**src/hw/ctt_pkg.sv**
```systemverilog
// package: register map, fields and types of the counter/timer block
package ctt_pkg;
    // ------------------------------------------------------------------
    // register indices (byte address is four times the index)
    // ------------------------------------------------------------------
    localparam logic [3:0] IDX_AUX_CTRL = 4'h4;
    localparam logic [3:0] IDX_INT_STATUS = 4'h5;
    localparam logic [3:0] IDX_INT_MASK = 4'h5;
    localparam logic [3:0] IDX_COUNT_UPPER = 4'h6;
    localparam logic [3:0] IDX_PRELOAD_UPPER = 4'h6;
    localparam logic [3:0] IDX_COUNT_LOWER = 4'h7;
    localparam logic [3:0] IDX_PRELOAD_LOWER = 4'h7;
    localparam logic [3:0] IDX_RX_CTRL = 4'h8;
    localparam logic [3:0] IDX_OUT_CONFIG = 4'hD;
    localparam logic [3:0] IDX_START_CMD = 4'hE;
    localparam logic [3:0] IDX_STOP_CMD = 4'hF;
    // ------------------------------------------------------------------
    // field positions
    // ------------------------------------------------------------------
    localparam int CT_READY_BIT = 3;
    localparam int RXRDY_A_BIT = 1;
    localparam int RXRDY_B_BIT = 5;
    localparam int CLK_SEL_LO = 4;
    localparam int TIMER_MODE_BIT = 6;
    localparam int OUT_SEL_LO = 2;
    localparam int OUT_SEL_CT = 1;
    localparam int WD_EN_A_BIT = 0;
    localparam int WD_EN_B_BIT = 1;
    localparam int TMO_A_BIT = 2;
    localparam int TMO_B_BIT = 3;
    // ------------------------------------------------------------------
    // reset values and counts
    // ------------------------------------------------------------------
    localparam logic [15:0] PRELOAD_RESET = 16'h0001;
    localparam logic [15:0] COUNT_ALL_ONES = 16'hFFFF;
    localparam logic [7:0] REG_RESET = 8'h00;
    localparam int WD_BIT_TIMES = 64;
    localparam logic [1:0] AXI_OKAY = 2'h0;
    localparam logic [1:0] AXI_SLVERR = 2'h2;
    // ------------------------------------------------------------------
    // carriers
    // ------------------------------------------------------------------
    typedef struct packed {
        logic [31:0] addr;
        logic        valid;
    } ctt_addr_s;
    typedef struct packed {
        logic [6:0] wd_cnt;
        logic       wd_run;
    } ctt_wdog_s;
endpackage

```
**src/hw/ctt_top.sv**
```systemverilog
// counter/timer with receive timeout and per-receiver watchdogs
//
// The implementer's own choice: the AXI4-Lite interface to the registers.
`timescale 1ns/1ps
// How it works
// - preload 0x0001..0xFFFF, rewritable any time
// - counter mode after reset
// - counter start read loads preload, counts
// - counter 1 to 0 sets ready bit 3
// - counter ready pulls interrupt low only when mask bit 3 set
// - counter wraps to 0xFFFF, keeps counting
// - counter ignores new preload until start or receive reload
// - counter stop read halts, clears ready
// - received character reloads counter from preload
// - no character before zero sets ready
// - timer stop read only clears ready
// - timer square wave, period twice preload
// - timer start read: output high, reload
// - timer tick at count one: toggle output, reload, repeat
// - timer ready set on output rising edge
// - timer takes new preload at reload
// - clock select 6:4, pin route 3:2
// - per-receiver watchdog, 64 bit times
// - watchdog timeout raises receiver-ready
module ctt_top (
    // clock and reset
    input wire logic CLOCK_IN,
    input wire logic RESET_IN,
    // axi4-lite write address and data
    input wire logic [31:0] S_AXI_AWADDR_IN,
    input wire logic S_AXI_AWVALID_IN,
    output logic S_AXI_AWREADY_OUT,
    input wire logic [31:0] S_AXI_WDATA_IN,
    input wire logic [3:0] S_AXI_WSTRB_IN,
    input wire logic S_AXI_WVALID_IN,
    output logic S_AXI_WREADY_OUT,
    // axi4-lite write response
    output logic [1:0] S_AXI_BRESP_OUT,
    output logic S_AXI_BVALID_OUT,
    input wire logic S_AXI_BREADY_IN,
    // axi4-lite read
    input wire logic [31:0] S_AXI_ARADDR_IN,
    input wire logic S_AXI_ARVALID_IN,
    output logic S_AXI_ARREADY_OUT,
    output logic [31:0] S_AXI_RDATA_OUT,
    output logic [1:0] S_AXI_RRESP_OUT,
    output logic S_AXI_RVALID_OUT,
    input wire logic S_AXI_RREADY_IN,
    // counter clock sources, pins
    input wire logic [7:0] CT_CLK_SRC_IN,
    // receiver events, same clock domain
    input wire logic [1:0] RX_CHAR_IN,
    input wire logic [1:0] RX_BIT_TICK_IN,
    // outputs
    output logic INT_N_OUT,
    output logic TIMER_OUTPUT_PIN_OUT,
    output logic TIMER_BAUD_CLK_OUT,
    output logic [1:0] RX_TIMEOUT_OUT
);
    typedef struct packed {
        logic [7:0] src_s1;
        logic [7:0] src_s2;
        logic       src_prev;
        logic [15:0] preload;
        logic [15:0] count;
        logic       running;
        logic       reload;
        logic       ct_out;
        logic       ct_ready;
        logic       wd_flag_a;
        logic       wd_flag_b;
        logic [7:0] int_mask;
        logic [7:0] aux_ctrl;
        logic [7:0] out_config;
        logic [7:0] rx_ctrl;
        ctt_pkg::ctt_wdog_s wd_a;
        ctt_pkg::ctt_wdog_s wd_b;
        ctt_pkg::ctt_addr_s aw;
        logic       w_have;
        logic [31:0] wdata;
        logic [3:0] wstrb;
        logic       bvalid;
        logic [1:0] bresp;
        logic       rvalid;
        logic [31:0] rdata;
        logic [1:0] rresp;
    } ctt_state_s;

    ctt_state_s st;
    ctt_state_s nx;

    // ------------------------------------------------------------------
    // helpers
    // ------------------------------------------------------------------
    // word index of a byte address, null when unaligned or out of range
    function automatic logic [4:0] ctt_index(input logic [31:0] a);
        if (a[1:0] != 2'h0 || a[31:6] != 26'h0) begin
            return 5'h10;
        end
        return {1'b0, a[5:2]};
    endfunction

    // one watchdog step: restart on character, count bit ticks, fire once
    function automatic ctt_pkg::ctt_wdog_s ctt_wd_step(
        input ctt_pkg::ctt_wdog_s w, input logic en, input logic chr,
        input logic tick, output logic fire);
        ctt_pkg::ctt_wdog_s r;
        r = w;
        fire = 1'b0;
        if (!en) begin
            r.wd_run = 1'b0;
            r.wd_cnt = 7'h00;
        end else if (chr) begin
            r.wd_run = 1'b1;
            r.wd_cnt = 7'h00;
        end else if (w.wd_run && tick) begin
            if (w.wd_cnt == 7'(ctt_pkg::WD_BIT_TIMES - 1)) begin
                fire = 1'b1;
                r.wd_run = 1'b0;
                r.wd_cnt = 7'h00;
            end else begin
                r.wd_cnt = w.wd_cnt + 7'h01;
            end
        end
        return r;
    endfunction

    logic timer_mode;
    logic src_sel;
    logic ct_tick;
    logic [4:0] ar_idx;
    logic [4:0] aw_idx;
    logic do_read;
    logic do_write;
    logic start_cmd;
    logic stop_cmd;
    logic rx_reload;
    logic wd_fire_a;
    logic wd_fire_b;
    logic [7:0] isr_view;

    // ------------------------------------------------------------------
    // next-state logic
    // ------------------------------------------------------------------
    always_comb begin
        nx = st;
        timer_mode = st.aux_ctrl[ctt_pkg::TIMER_MODE_BIT];
        // clock source select and edge detect on synchronised pins
        src_sel = st.src_s2[st.aux_ctrl[ctt_pkg::CLK_SEL_LO +: 3]];
        ct_tick = src_sel && !st.src_prev;
        nx.src_s1 = CT_CLK_SRC_IN;
        nx.src_s2 = st.src_s1;
        nx.src_prev = src_sel;
        isr_view = 8'h00;
        isr_view[ctt_pkg::CT_READY_BIT] = st.ct_ready;
        isr_view[ctt_pkg::RXRDY_A_BIT] = st.wd_flag_a;
        isr_view[ctt_pkg::RXRDY_B_BIT] = st.wd_flag_b;
        // read channel
        ar_idx = ctt_index(S_AXI_ARADDR_IN);
        do_read = S_AXI_ARVALID_IN && !st.rvalid;
        start_cmd = do_read && ar_idx == {1'b0, ctt_pkg::IDX_START_CMD};
        stop_cmd = do_read && ar_idx == {1'b0, ctt_pkg::IDX_STOP_CMD};
        if (st.rvalid && S_AXI_RREADY_IN) begin
            nx.rvalid = 1'b0;
        end
        if (do_read) begin
            nx.rvalid = 1'b1;
            nx.rresp = ctt_pkg::AXI_OKAY;
            nx.rdata = 32'h0000_0000;
            case (ar_idx)
                {1'b0, ctt_pkg::IDX_INT_STATUS}:
                    nx.rdata[7:0] = isr_view;
                {1'b0, ctt_pkg::IDX_COUNT_UPPER}:
                    nx.rdata[7:0] = st.count[15:8];
                {1'b0, ctt_pkg::IDX_COUNT_LOWER}:
                    nx.rdata[7:0] = st.count[7:0];
                {1'b0, ctt_pkg::IDX_RX_CTRL}:
                    nx.rdata[7:0] = st.rx_ctrl;
                {1'b0, ctt_pkg::IDX_START_CMD},
                {1'b0, ctt_pkg::IDX_STOP_CMD}:
                    nx.rdata[7:0] = 8'h00;
                default:
                    nx.rresp = ctt_pkg::AXI_SLVERR;
            endcase
        end
        // write channel: take address and data in either order
        if (S_AXI_AWVALID_IN && !st.aw.valid && !st.bvalid) begin
            nx.aw.valid = 1'b1;
            nx.aw.addr = S_AXI_AWADDR_IN;
        end
        if (S_AXI_WVALID_IN && !st.w_have && !st.bvalid) begin
            nx.w_have = 1'b1;
            nx.wdata = S_AXI_WDATA_IN;
            nx.wstrb = S_AXI_WSTRB_IN;
        end
        if (st.bvalid && S_AXI_BREADY_IN) begin
            nx.bvalid = 1'b0;
        end
        aw_idx = ctt_index(st.aw.addr);
        do_write = st.aw.valid && st.w_have && !st.bvalid;
        if (do_write) begin
            nx.aw.valid = 1'b0;
            nx.w_have = 1'b0;
            nx.bvalid = 1'b1;
            nx.bresp = ctt_pkg::AXI_OKAY;
            if (st.wstrb[0]) begin
                case (aw_idx)
                    {1'b0, ctt_pkg::IDX_AUX_CTRL}:
                        nx.aux_ctrl = st.wdata[7:0];
                    {1'b0, ctt_pkg::IDX_INT_MASK}:
                        nx.int_mask = st.wdata[7:0];
                    {1'b0, ctt_pkg::IDX_PRELOAD_UPPER}:
                        nx.preload[15:8] = st.wdata[7:0];
                    {1'b0, ctt_pkg::IDX_PRELOAD_LOWER}:
                        nx.preload[7:0] = st.wdata[7:0];
                    {1'b0, ctt_pkg::IDX_RX_CTRL}:
                        nx.rx_ctrl = st.wdata[7:0];
                    {1'b0, ctt_pkg::IDX_OUT_CONFIG}:
                        nx.out_config = st.wdata[7:0];
                    default:
                        nx.bresp = ctt_pkg::AXI_SLVERR;
                endcase
            end
        end
        // counter/timer core
        // start, receive reload and the timer reload at count one copy the preload into the count
        rx_reload = (RX_CHAR_IN[0] && st.rx_ctrl[ctt_pkg::TMO_A_BIT]) ||
            (RX_CHAR_IN[1] && st.rx_ctrl[ctt_pkg::TMO_B_BIT]);
        if (stop_cmd) begin
            nx.ct_ready = 1'b0;
            if (!timer_mode) begin
                nx.running = 1'b0;
            end
        end
        if (start_cmd) begin
            nx.count = st.preload;
            nx.running = 1'b1;
            nx.reload = 1'b0;
            if (timer_mode) begin
                nx.ct_out = 1'b1;
            end
        end else if (rx_reload && !timer_mode) begin
            nx.count = st.preload;
            nx.running = 1'b1;
            nx.reload = 1'b0;
        end else if (st.running && ct_tick) begin
            if (timer_mode) begin
                if (st.count == 16'h0001) begin
                    nx.count = st.preload;
                    nx.ct_out = !st.ct_out;
                    if (!st.ct_out) begin
                        nx.ct_ready = 1'b1;
                    end
                end else begin
                    nx.count = st.count - 16'h0001;
                end
            end else begin
                nx.count = st.count - 16'h0001;
                if (st.count == 16'h0001) begin
                    nx.ct_ready = 1'b1;
                end
            end
        end
        // receiver watchdogs
        nx.wd_a = ctt_wd_step(st.wd_a, st.rx_ctrl[ctt_pkg::WD_EN_A_BIT],
            RX_CHAR_IN[0], RX_BIT_TICK_IN[0], wd_fire_a);
        nx.wd_b = ctt_wd_step(st.wd_b, st.rx_ctrl[ctt_pkg::WD_EN_B_BIT],
            RX_CHAR_IN[1], RX_BIT_TICK_IN[1], wd_fire_b);
        if (do_read && ar_idx == {1'b0, ctt_pkg::IDX_INT_STATUS}) begin
            nx.wd_flag_a = 1'b0;
            nx.wd_flag_b = 1'b0;
        end
        if (wd_fire_a) begin
            nx.wd_flag_a = 1'b1;
        end
        if (wd_fire_b) begin
            nx.wd_flag_b = 1'b1;
        end
    end

    // ------------------------------------------------------------------
    // state register
    // ------------------------------------------------------------------
    always_ff @(posedge CLOCK_IN) begin
        if (RESET_IN) begin
            st <= '0;
            st.preload <= ctt_pkg::PRELOAD_RESET;
            st.count <= ctt_pkg::COUNT_ALL_ONES;
            st.aux_ctrl <= ctt_pkg::REG_RESET;
        end else begin
            st <= nx;
        end
    end

    // ------------------------------------------------------------------
    // outputs
    // ------------------------------------------------------------------
    assign S_AXI_AWREADY_OUT = !st.aw.valid && !st.bvalid;
    assign S_AXI_WREADY_OUT = !st.w_have && !st.bvalid;
    assign S_AXI_BVALID_OUT = st.bvalid;
    assign S_AXI_BRESP_OUT = st.bresp;
    assign S_AXI_ARREADY_OUT = !st.rvalid;
    assign S_AXI_RVALID_OUT = st.rvalid;
    assign S_AXI_RDATA_OUT = st.rdata;
    assign S_AXI_RRESP_OUT = st.rresp;
    // active-low interrupt from masked status
    assign INT_N_OUT = !((isr_view & st.int_mask) != 8'h00);
    // square wave offered to both channels
    assign TIMER_BAUD_CLK_OUT = st.ct_out;
    // pin shows timer output when routed
    assign TIMER_OUTPUT_PIN_OUT =
        (st.out_config[ctt_pkg::OUT_SEL_LO +: 2] == 2'(ctt_pkg::OUT_SEL_CT))
        ? st.ct_out : 1'b0;
    assign RX_TIMEOUT_OUT = {st.wd_flag_b, st.wd_flag_a};

    // ------------------------------------------------------------------
    // checks
    // ------------------------------------------------------------------
    a_counter_tc_ready: assert property (@(posedge CLOCK_IN)
        disable iff (RESET_IN)
        (!timer_mode && st.running && ct_tick && st.count == 16'h0001 &&
         !start_cmd && !rx_reload) |=> st.ct_ready && st.count == 16'h0000)
        else $error("counter terminal count missed");
    a_counter_wrap: assert property (@(posedge CLOCK_IN)
        disable iff (RESET_IN)
        (!timer_mode && st.running && ct_tick && st.count == 16'h0000 &&
         !start_cmd && !rx_reload && !stop_cmd) |=> st.count == 16'hFFFF)
        else $error("counter did not wrap");
    a_start_loads: assert property (@(posedge CLOCK_IN)
        disable iff (RESET_IN)
        start_cmd |=> st.running && st.count == $past(st.preload))
        else $error("start did not load preload");
    a_stop_halts: assert property (@(posedge CLOCK_IN)
        disable iff (RESET_IN)
        (stop_cmd && !timer_mode && !start_cmd) |=> !st.running ##1
        (st.running || $stable(st.count)))
        else $error("stop did not halt");
    a_timer_no_stop: assert property (@(posedge CLOCK_IN)
        disable iff (RESET_IN)
        (stop_cmd && timer_mode && st.running) |=> st.running && !st.ct_ready)
        else $error("timer stopped by stop read");
    a_timer_start_high: assert property (@(posedge CLOCK_IN)
        disable iff (RESET_IN)
        (start_cmd && timer_mode) |=> st.ct_out)
        else $error("timer output not high on start");
    a_timer_toggle: assert property (@(posedge CLOCK_IN)
        disable iff (RESET_IN)
        (timer_mode && st.running && ct_tick && st.count == 16'h0001 &&
         !start_cmd) |=> st.ct_out != $past(st.ct_out) &&
        st.count == $past(st.preload))
        else $error("timer did not toggle and reload");
    a_timer_ready_rise: assert property (@(posedge CLOCK_IN)
        disable iff (RESET_IN)
        (timer_mode && $rose(st.ct_ready)) |-> $rose(st.ct_out))
        else $error("timer ready not on rising output");
    a_int_masked: assert property (@(posedge CLOCK_IN)
        disable iff (RESET_IN)
        (st.ct_ready && st.int_mask[ctt_pkg::CT_READY_BIT]) |-> !INT_N_OUT)
        else $error("interrupt not asserted");
    a_rx_reload: assert property (@(posedge CLOCK_IN)
        disable iff (RESET_IN)
        (rx_reload && !start_cmd && !timer_mode) |=>
        st.count == $past(st.preload))
        else $error("receive reload missed");
    a_wd_fire_flag: assert property (@(posedge CLOCK_IN)
        disable iff (RESET_IN)
        wd_fire_a |=> st.wd_flag_a && !st.wd_a.wd_run)
        else $error("watchdog timeout not flagged");
endmodule

```
**config.mk**
```make
export PLATFORM = sky130hd
export DESIGN_NAME = ctt_top
export DESIGN_NICKNAME = d
export VERILOG_FILES = /design/src/hw/ctt_pkg.sv /design/src/hw/ctt_top.sv
export SDC_FILE = /design/constraint.sdc
export NUM_CORES = 1
export LEC_CHECK = 0
export ABC_AREA = 1
export BUFFER_PORTS_ARGS = -buffer_cell sky130_fd_sc_hd__buf_2
export CAP_MARGIN = 20
export CORE_MARGIN = 5
export CORE_UTILIZATION = 49
export DETAILED_ROUTE_END_ITERATION = 12
export GPL_TIMING_DRIVEN = 1
export PLACE_DENSITY_LB_ADDON = 0.3
export SLEW_MARGIN = 20
export SYNTH_ARGS = -nofsm -noshare
export SYNTH_HDL_FRONTEND = slang
export SYNTH_SLANG_ARGS = --single-unit
```
**constraint.sdc**
```tcl
create_clock -name CLOCK_IN -period 1.67 [get_ports CLOCK_IN]
set_input_delay 0.334 -clock CLOCK_IN [delete_from_list [all_inputs] [get_ports CLOCK_IN]]
set_output_delay 0.334 -clock CLOCK_IN [all_outputs]
set_load 0.02 [all_outputs]
```
# Yosys cells after proc, flatten, opt, wreduce, memory -nomap -nowiden
# Index checks and enable logic that the tools add are counted.
# Widths: inputs -> output; s select.
[word_totals] reg_bits=154 latchBits=0 ram_bits=0 mem_bits_ro=0 out_inout_bits=46 word_cells=176 mem_count=0
[classes] add_sub_neg=3 multipliers=0 div=0 magnitude_cmp=1 eq_ne=20 shift=0 n_mux=54 bitwise_logic=3 n_reduce_logical=66
[op_table] operator="$mux 16" n=4
[op_table] operator="$reduce_bool 26->1" n=2
[op_table] operator="$eq 5x3->1 const B" n=7
[op_table] operator="$mux 35" n=1
[op_table] operator="$pmux 8 s4" n=1
[op_table] operator="$mux 1" n=31
[op_table] operator="$eq 5x4->1 const B" n=5
[op_table] operator="$reduce_bool 2->1" n=12
[op_table] operator="$logic_and 1x1->1" n=21
[op_table] operator="$mux 5" n=4
[op_table] operator="$mux 19" n=1
[op_table] operator="$reduce_and 3->1" n=6
[op_table] operator="$eq 16x1->1 const B" n=1
[op_table] operator="$mux 2" n=8
[op_table] operator="$sub 16x1->16 const B" n=1
[op_table] operator="$add 7x1->7 const B" n=2
[op_table] operator="$eq 7x6->1 const B" n=2
[op_table] operator="$mux 7" n=2
[op_table] operator="$reduce_or 6->1" n=2
[op_table] operator="$and 6x8->8" n=1
[op_table] operator="$logic_not 1->1" n=8
[op_table] operator="$reduce_bool 8->1" n=1
[op_table] operator="$reduce_and 2->1" n=3
[op_table] operator="$reduce_bool 3->1" n=2
[op_table] operator="12 further kinds" n=19

# Logic depth before layout (Yosys ltp)
[depth] word_depth=13 depth_mapped=13 ltp_nobuf=13

# Worst setup path after synthesis
# Ideal clock, no wire load.
[synth_path] path_kind="in2reg" startpoint="input port S_AXI_ARADDR_IN[17]" endpoint="register st[166] in the netlist's numbering" setup_time_ps=119 arrival_time_ps=1455 required_time_ps=1551 slack_ps=96 path_stages=12 cell_sequence="nor2_1 -> nand2_1 -> nor2_2 -> nand2_2 -> nor2_4 -> nand3_2 -> nor2_2 -> nor2_2 -> buf_6 -> nand3_1 -> nand2_1 -> o21bai_1"
[synth_via] elab_chain_len=7 elab_cells_between_ends=8
[synth_rtl] item="from (decl)" line_no="ctt_top.sv:42" rtl="input wire logic [31:0] S_AXI_ARADDR_IN,"
[synth_rtl] item="$reduce_bool 26->1 *" line_no="ctt_top.sv:97" rtl="if (a[1:0] != 2'h0 || a[31:6] != 26'h0) begin"
[synth_rtl] item="$logic_or 1x1->1 *" line_no="ctt_top.sv:97"
[synth_rtl] item="$mux 1 *" line_no="ctt_top.sv:97"
[synth_rtl] item="$mux 5 *" line_no="ctt_top.sv:100" rtl="return {1'b0, a[5:2]};"
[synth_rtl] item="$eq 5x4->1 *" line_no="ctt_top.sv:161" rtl="start_cmd = do_read && ar_idx == {1'b0, ctt_pkg::IDX_START_CMD};"
[synth_rtl] item="$logic_and 1x1->1 *" line_no="ctt_top.sv:161"
[synth_rtl] item="$reduce_bool 3->1 (no source line) / $mux 19 (equally long branches)"
[synth_rtl] item="to (signal assigned)" line_no="ctt_top.sv:291" rtl="st <= nx;"
[synth_rtl] item="to (decl)" line_no="ctt_top.sv:89" rtl="ctt_state_s st;"
# Mark *: on every way between the ends. The rest lies on a longest branch, timed or not.
# A chain may end at the register's enable or synchronous reset.

# Final worst setup path
[layout_path] startpoint="register st[104] in the netlist's numbering" endpoint="register st[128] in the netlist's numbering"
[layout_via] elab_chain_len=6
[layout_rtl] item="$reduce_bool 26->1" line_no="ctt_top.sv:97"
[layout_rtl] item="$logic_or 1x1->1" line_no="ctt_top.sv:97"
[layout_rtl] item="$mux 1" line_no="ctt_top.sv:97"
[layout_rtl] item="$mux 5" line_no="ctt_top.sv:100"
[layout_rtl] item="$eq 5x4->1" line_no="ctt_top.sv:207" rtl="case (aw_idx)"
[layout_rtl] item="$reduce_and 3->1 (no source line)"
# Every way passes these cells.

==> flow_summary.json <==
{
  "peakVddDrop_mv": 0.8519,
  "cts.sinks": 141,
  "min_from": "CT_CLK_SRC_IN[4]",
  "wl_um": 16260,
  "vias": 6153,
  "coreArea_um2": 13720,
  "required_ps": 2020,
  "layout_setup_ws_ps": -71.42,
  "synth_top_cell_area_share_pct": 41.53,
  "async_flop_share_pct": 0,
  "worst_pin_slew_ps": 632.7,
  "syn_avg_cell_area_um2": 7.043,
  "synthTopCellsByCount": "nor2_1, nand2_1, dfxtp_1, inv_1, o21ai_0",
  "drc": 0,
  "yosys.area.top_type": "dfxtp_1",
  "worst_setup_path_end_kind": "register",
  "die_y_um": 127.8,
  "final_nets": 1233,
  "yosysMostFrequentCell": "nor2_1",
  "viasPerCell": 4.726,
  "maxCapViolations": 0,
  "hold_path.class": "in2reg",
  "antenna_cells": 0,
  "synthToLayoutAreaGrowth_pct": 25.96,
  "fmax_mhz": 574.2,
  "die_x_um": 127.8,
  "ios": 165,
  "max_slew_margin_pct": 57.66,
  "grt_max_degree": 92,
  "avgRoutedWirePerCell_um": 12.49,
  "die-area_um2": 16330,
  "status": "finished with violations",
  "rsz0062_at_grt": "true",
  "gp_congestion": 0.8918,
  "place_ws_ps": -288.0,
  "grt_pass1_wl_um": 25210,
  "grt_pass1_vias": 5552,
  "setup_viol": 22,
  "crit_arrival_ps": 2100,
  "hold_slack_ps": 108.1,
  "worst_setup_path_start_kind": "register",
  "drive_gt1_share_pct": 25.22,
  "cts_inserted_buffers": 17,
  "ys_ff_latch": 141,
  "cts_tree": "yes",
  "r2r_end": "st[128]$_SDFFE_PP0P_",
  "ctsRootBufferMaster": "clkbuf_16",
  "synth_edf_count": 0,
  "reg2regPathDepth": 8,
  "final-hold-violation-count": 0,
  "initial_core_util_pct": 49.54,
  "clk-insertion-delay-late_ps": 430,
  "hold_buffers": 0,
  "ys_warn_count": 0,
  "ff2ff_setup_slack_ps": -70,
  "violations": "negative setup slack",
  "clkSlewWorstSetupHoldPaths_ps": 60,
  "synth_flop_cell": "dfxtp_1",
  "leakage_uw": 0.003968,
  "period_share_pct": 104.3,
  "min_to": "nx[199]$_SDFF_PP0_",
  "antenna_left": 0,
  "gr-total-overflow": 0,
  "power_density_nw_per_um2": 958.2,
  "htree_levels": 4,
  "ys_seq_area_share_pct": 41.53,
  "netlist_area_um2": 6797,
  "hpwl_um": 11490,
  "slew_viol_final": 0,
  "drtIter0Drc": 301,
  "clockBufferDepth": 2,
  "fin_skew_ps": 6.901,
  "min_period_ps": 1741,
  "critPathMaxFanout": 5,
  "drt-pass1-iter-count": 5,
  "synthCells": 965,
  "yosysUniqueCellTypes": 44,
  "r2r_start": "st[104]$_SDFFE_PP0P_",
  "critical_path_class": "reg2reg",
  "synth_area_leaders": "dfxtp_1, nor2_1, nand2_1",
  "grt_usage_pct": 19.07,
  "portBuffers": 111,
  "rows": 43,
  "min_delay_path_depth": 3,
  "nFillCells": 1275,
  "antenna_found_initial": 0
}
-- state kept, by name, indices dropped and copies added, names as in the netlist --
| register | count |
|---|---|
| st | 117 |
| RX_TIMEOUT_OUT | 2 |
| nx | 8 |
| S_AXI_RVALID_OUT | 1 |
| S_AXI_BRESP_OUT | 1 |
| S_AXI_RRESP_OUT | 1 |
| S_AXI_BVALID_OUT | 1 |
| S_AXI_RDATA_OUT | 8 |
| isr_view | 1 |
| TIMER_BAUD_CLK_OUT | 1 |
-- logic make-up after synthesis --
kind of cell | count (synthesis) | share of synthesized area, %
and+or+nand+nor | 495 | 31.98
buffers and inverters | 183 | 13.11
DFF | 141 | 41.53
AOI/OAI and AO/OA | 126 | 10.66
xor gates and xnor gates | 15 | 1.933
adders and majority gates | 4 | 0.7364
other | 1 | 0.05518
-- where the power goes --
part           switching (µW)  leakage (µW)  total [µW]  internal [µW]
logic                     373       0.00252         607            234
registers                 105       0.00115        3600           3500
clock network            1420      0.000293        4000           2580
-- cell usage in the layout, fill, tap and decap left out, types with 9 or more instances in the layout --
| master | synthesis | final |
|---|---|---|
| buf_4 | 43 | 51 |
| nand4_1 | 10 | 10 |
| dfxtp_1 | 141 | 135 |
| o21ai_0 | 60 | 58 |
| clkbuf_16 | 0 | 17 |
| a21oi_1 | 27 | 27 |
| nand2_1 | 168 | 162 |
| inv_2 | 7 | 11 |
| xor2_1 | 10 | 10 |
| nand3_1 | 46 | 44 |
| buf_2 | 2 | 110 |
| o211ai_1 | 9 | 9 |
| nor2_4 | 6 | 11 |
| nor2_2 | 5 | 16 |
| nor2_1 | 218 | 202 |
| conb_1 | 1 | 26 |
| nor3_1 | 11 | 10 |
| nand2_2 | 3 | 9 |
| inv_1 | 102 | 97 |
-- routing by layer --
layer / up-vias / global-route usage, % / part of all wire, %
met1: 2665 / 24.78 / 46
met2: 182 / 30.10 / 45
li1: 3286 / - / -
met3: 20 / 5.750 / 7.7
met5: - / 0 / 0
met4: 0 / 6.804 / 1.4
-- how the worst max path moves through the flow --
stage / from / end / slack, ps / depth (start not counted)
2_1_floorplan: S_AXI_ARADDR_IN[17] / st[166]$_SDFFE_PP1P_ / 100 / 12
3_3_place_gp: S_AXI_ARADDR_IN[29] / st[164]$_SDFFE_PP1P_ / -250 / 13
3_5_place_dp: S_AXI_ARADDR_IN[7] / st[170]$_SDFFE_PP1P_ / -290 / 13
4_1_cts: st[76]$_SDFFE_PP0P_ / st[144]$_SDFFE_PP0P_ / -80 / 8
5_1_grt: st[83]$_SDFFE_PP0P_ / st[189]$_SDFFE_PP0P_ / -150 / 8
6_report: st[104]$_SDFFE_PP0P_ / st[128]$_SDFFE_PP0P_ / -70 / 8
-- critical path: stages (launching register included) --
cell,delay (ps)
dfxtp_1,310
nor4_1,310
nand3_1,180
nor2_4,210
nand2_2,90
nor2_4,210
buf_6,130
o21ai_0,70
nor2_1,150
-- per-stage QoR --
step | instance area (µm²) | power (µW) | utilization, % | TNS, ps | std cells
after floorplan | 6890 | 4055 | - | 0 | 990
after global routing | 8561 | 8495 | 62.40 | -3963 | 1302
after global placement | 7645 | 4224 | 55.72 | -6173 | 1263
after CTS | 8356 | 8228 | 60.90 | -734.3 | 1296
after detailed placement | 7645 | 4237 | 55.72 | -7146 | 1263
final | 8561 | 8203 | 62.40 | -512.8 | 1302
-- area by class of cell --
class                   instances  area [µm²]  share of cell area [%]
clock inverters                 9       160.2                   1.871
clock buffers                  22       464.2                   5.422
repair buffers                169        1067                   12.47
flip-flops and latches        141        2830                   33.06
inverters                     113       426.7                   4.984
well taps                     180       225.2                   2.631
multi-input cells             668        3387                   39.56
-- repair_timing --
action / 4_1_cts / 5_1_grt
gates resized for setup: 14 / 47
endpoints found under the setup margin: 45 / 53
setup buffers: 2 / 4
endpoints found under the hold margin: 0 / 0
pin swaps: 6 / 19
gates cloned: 0 / 2
Power figures use the tool's default switching activity.
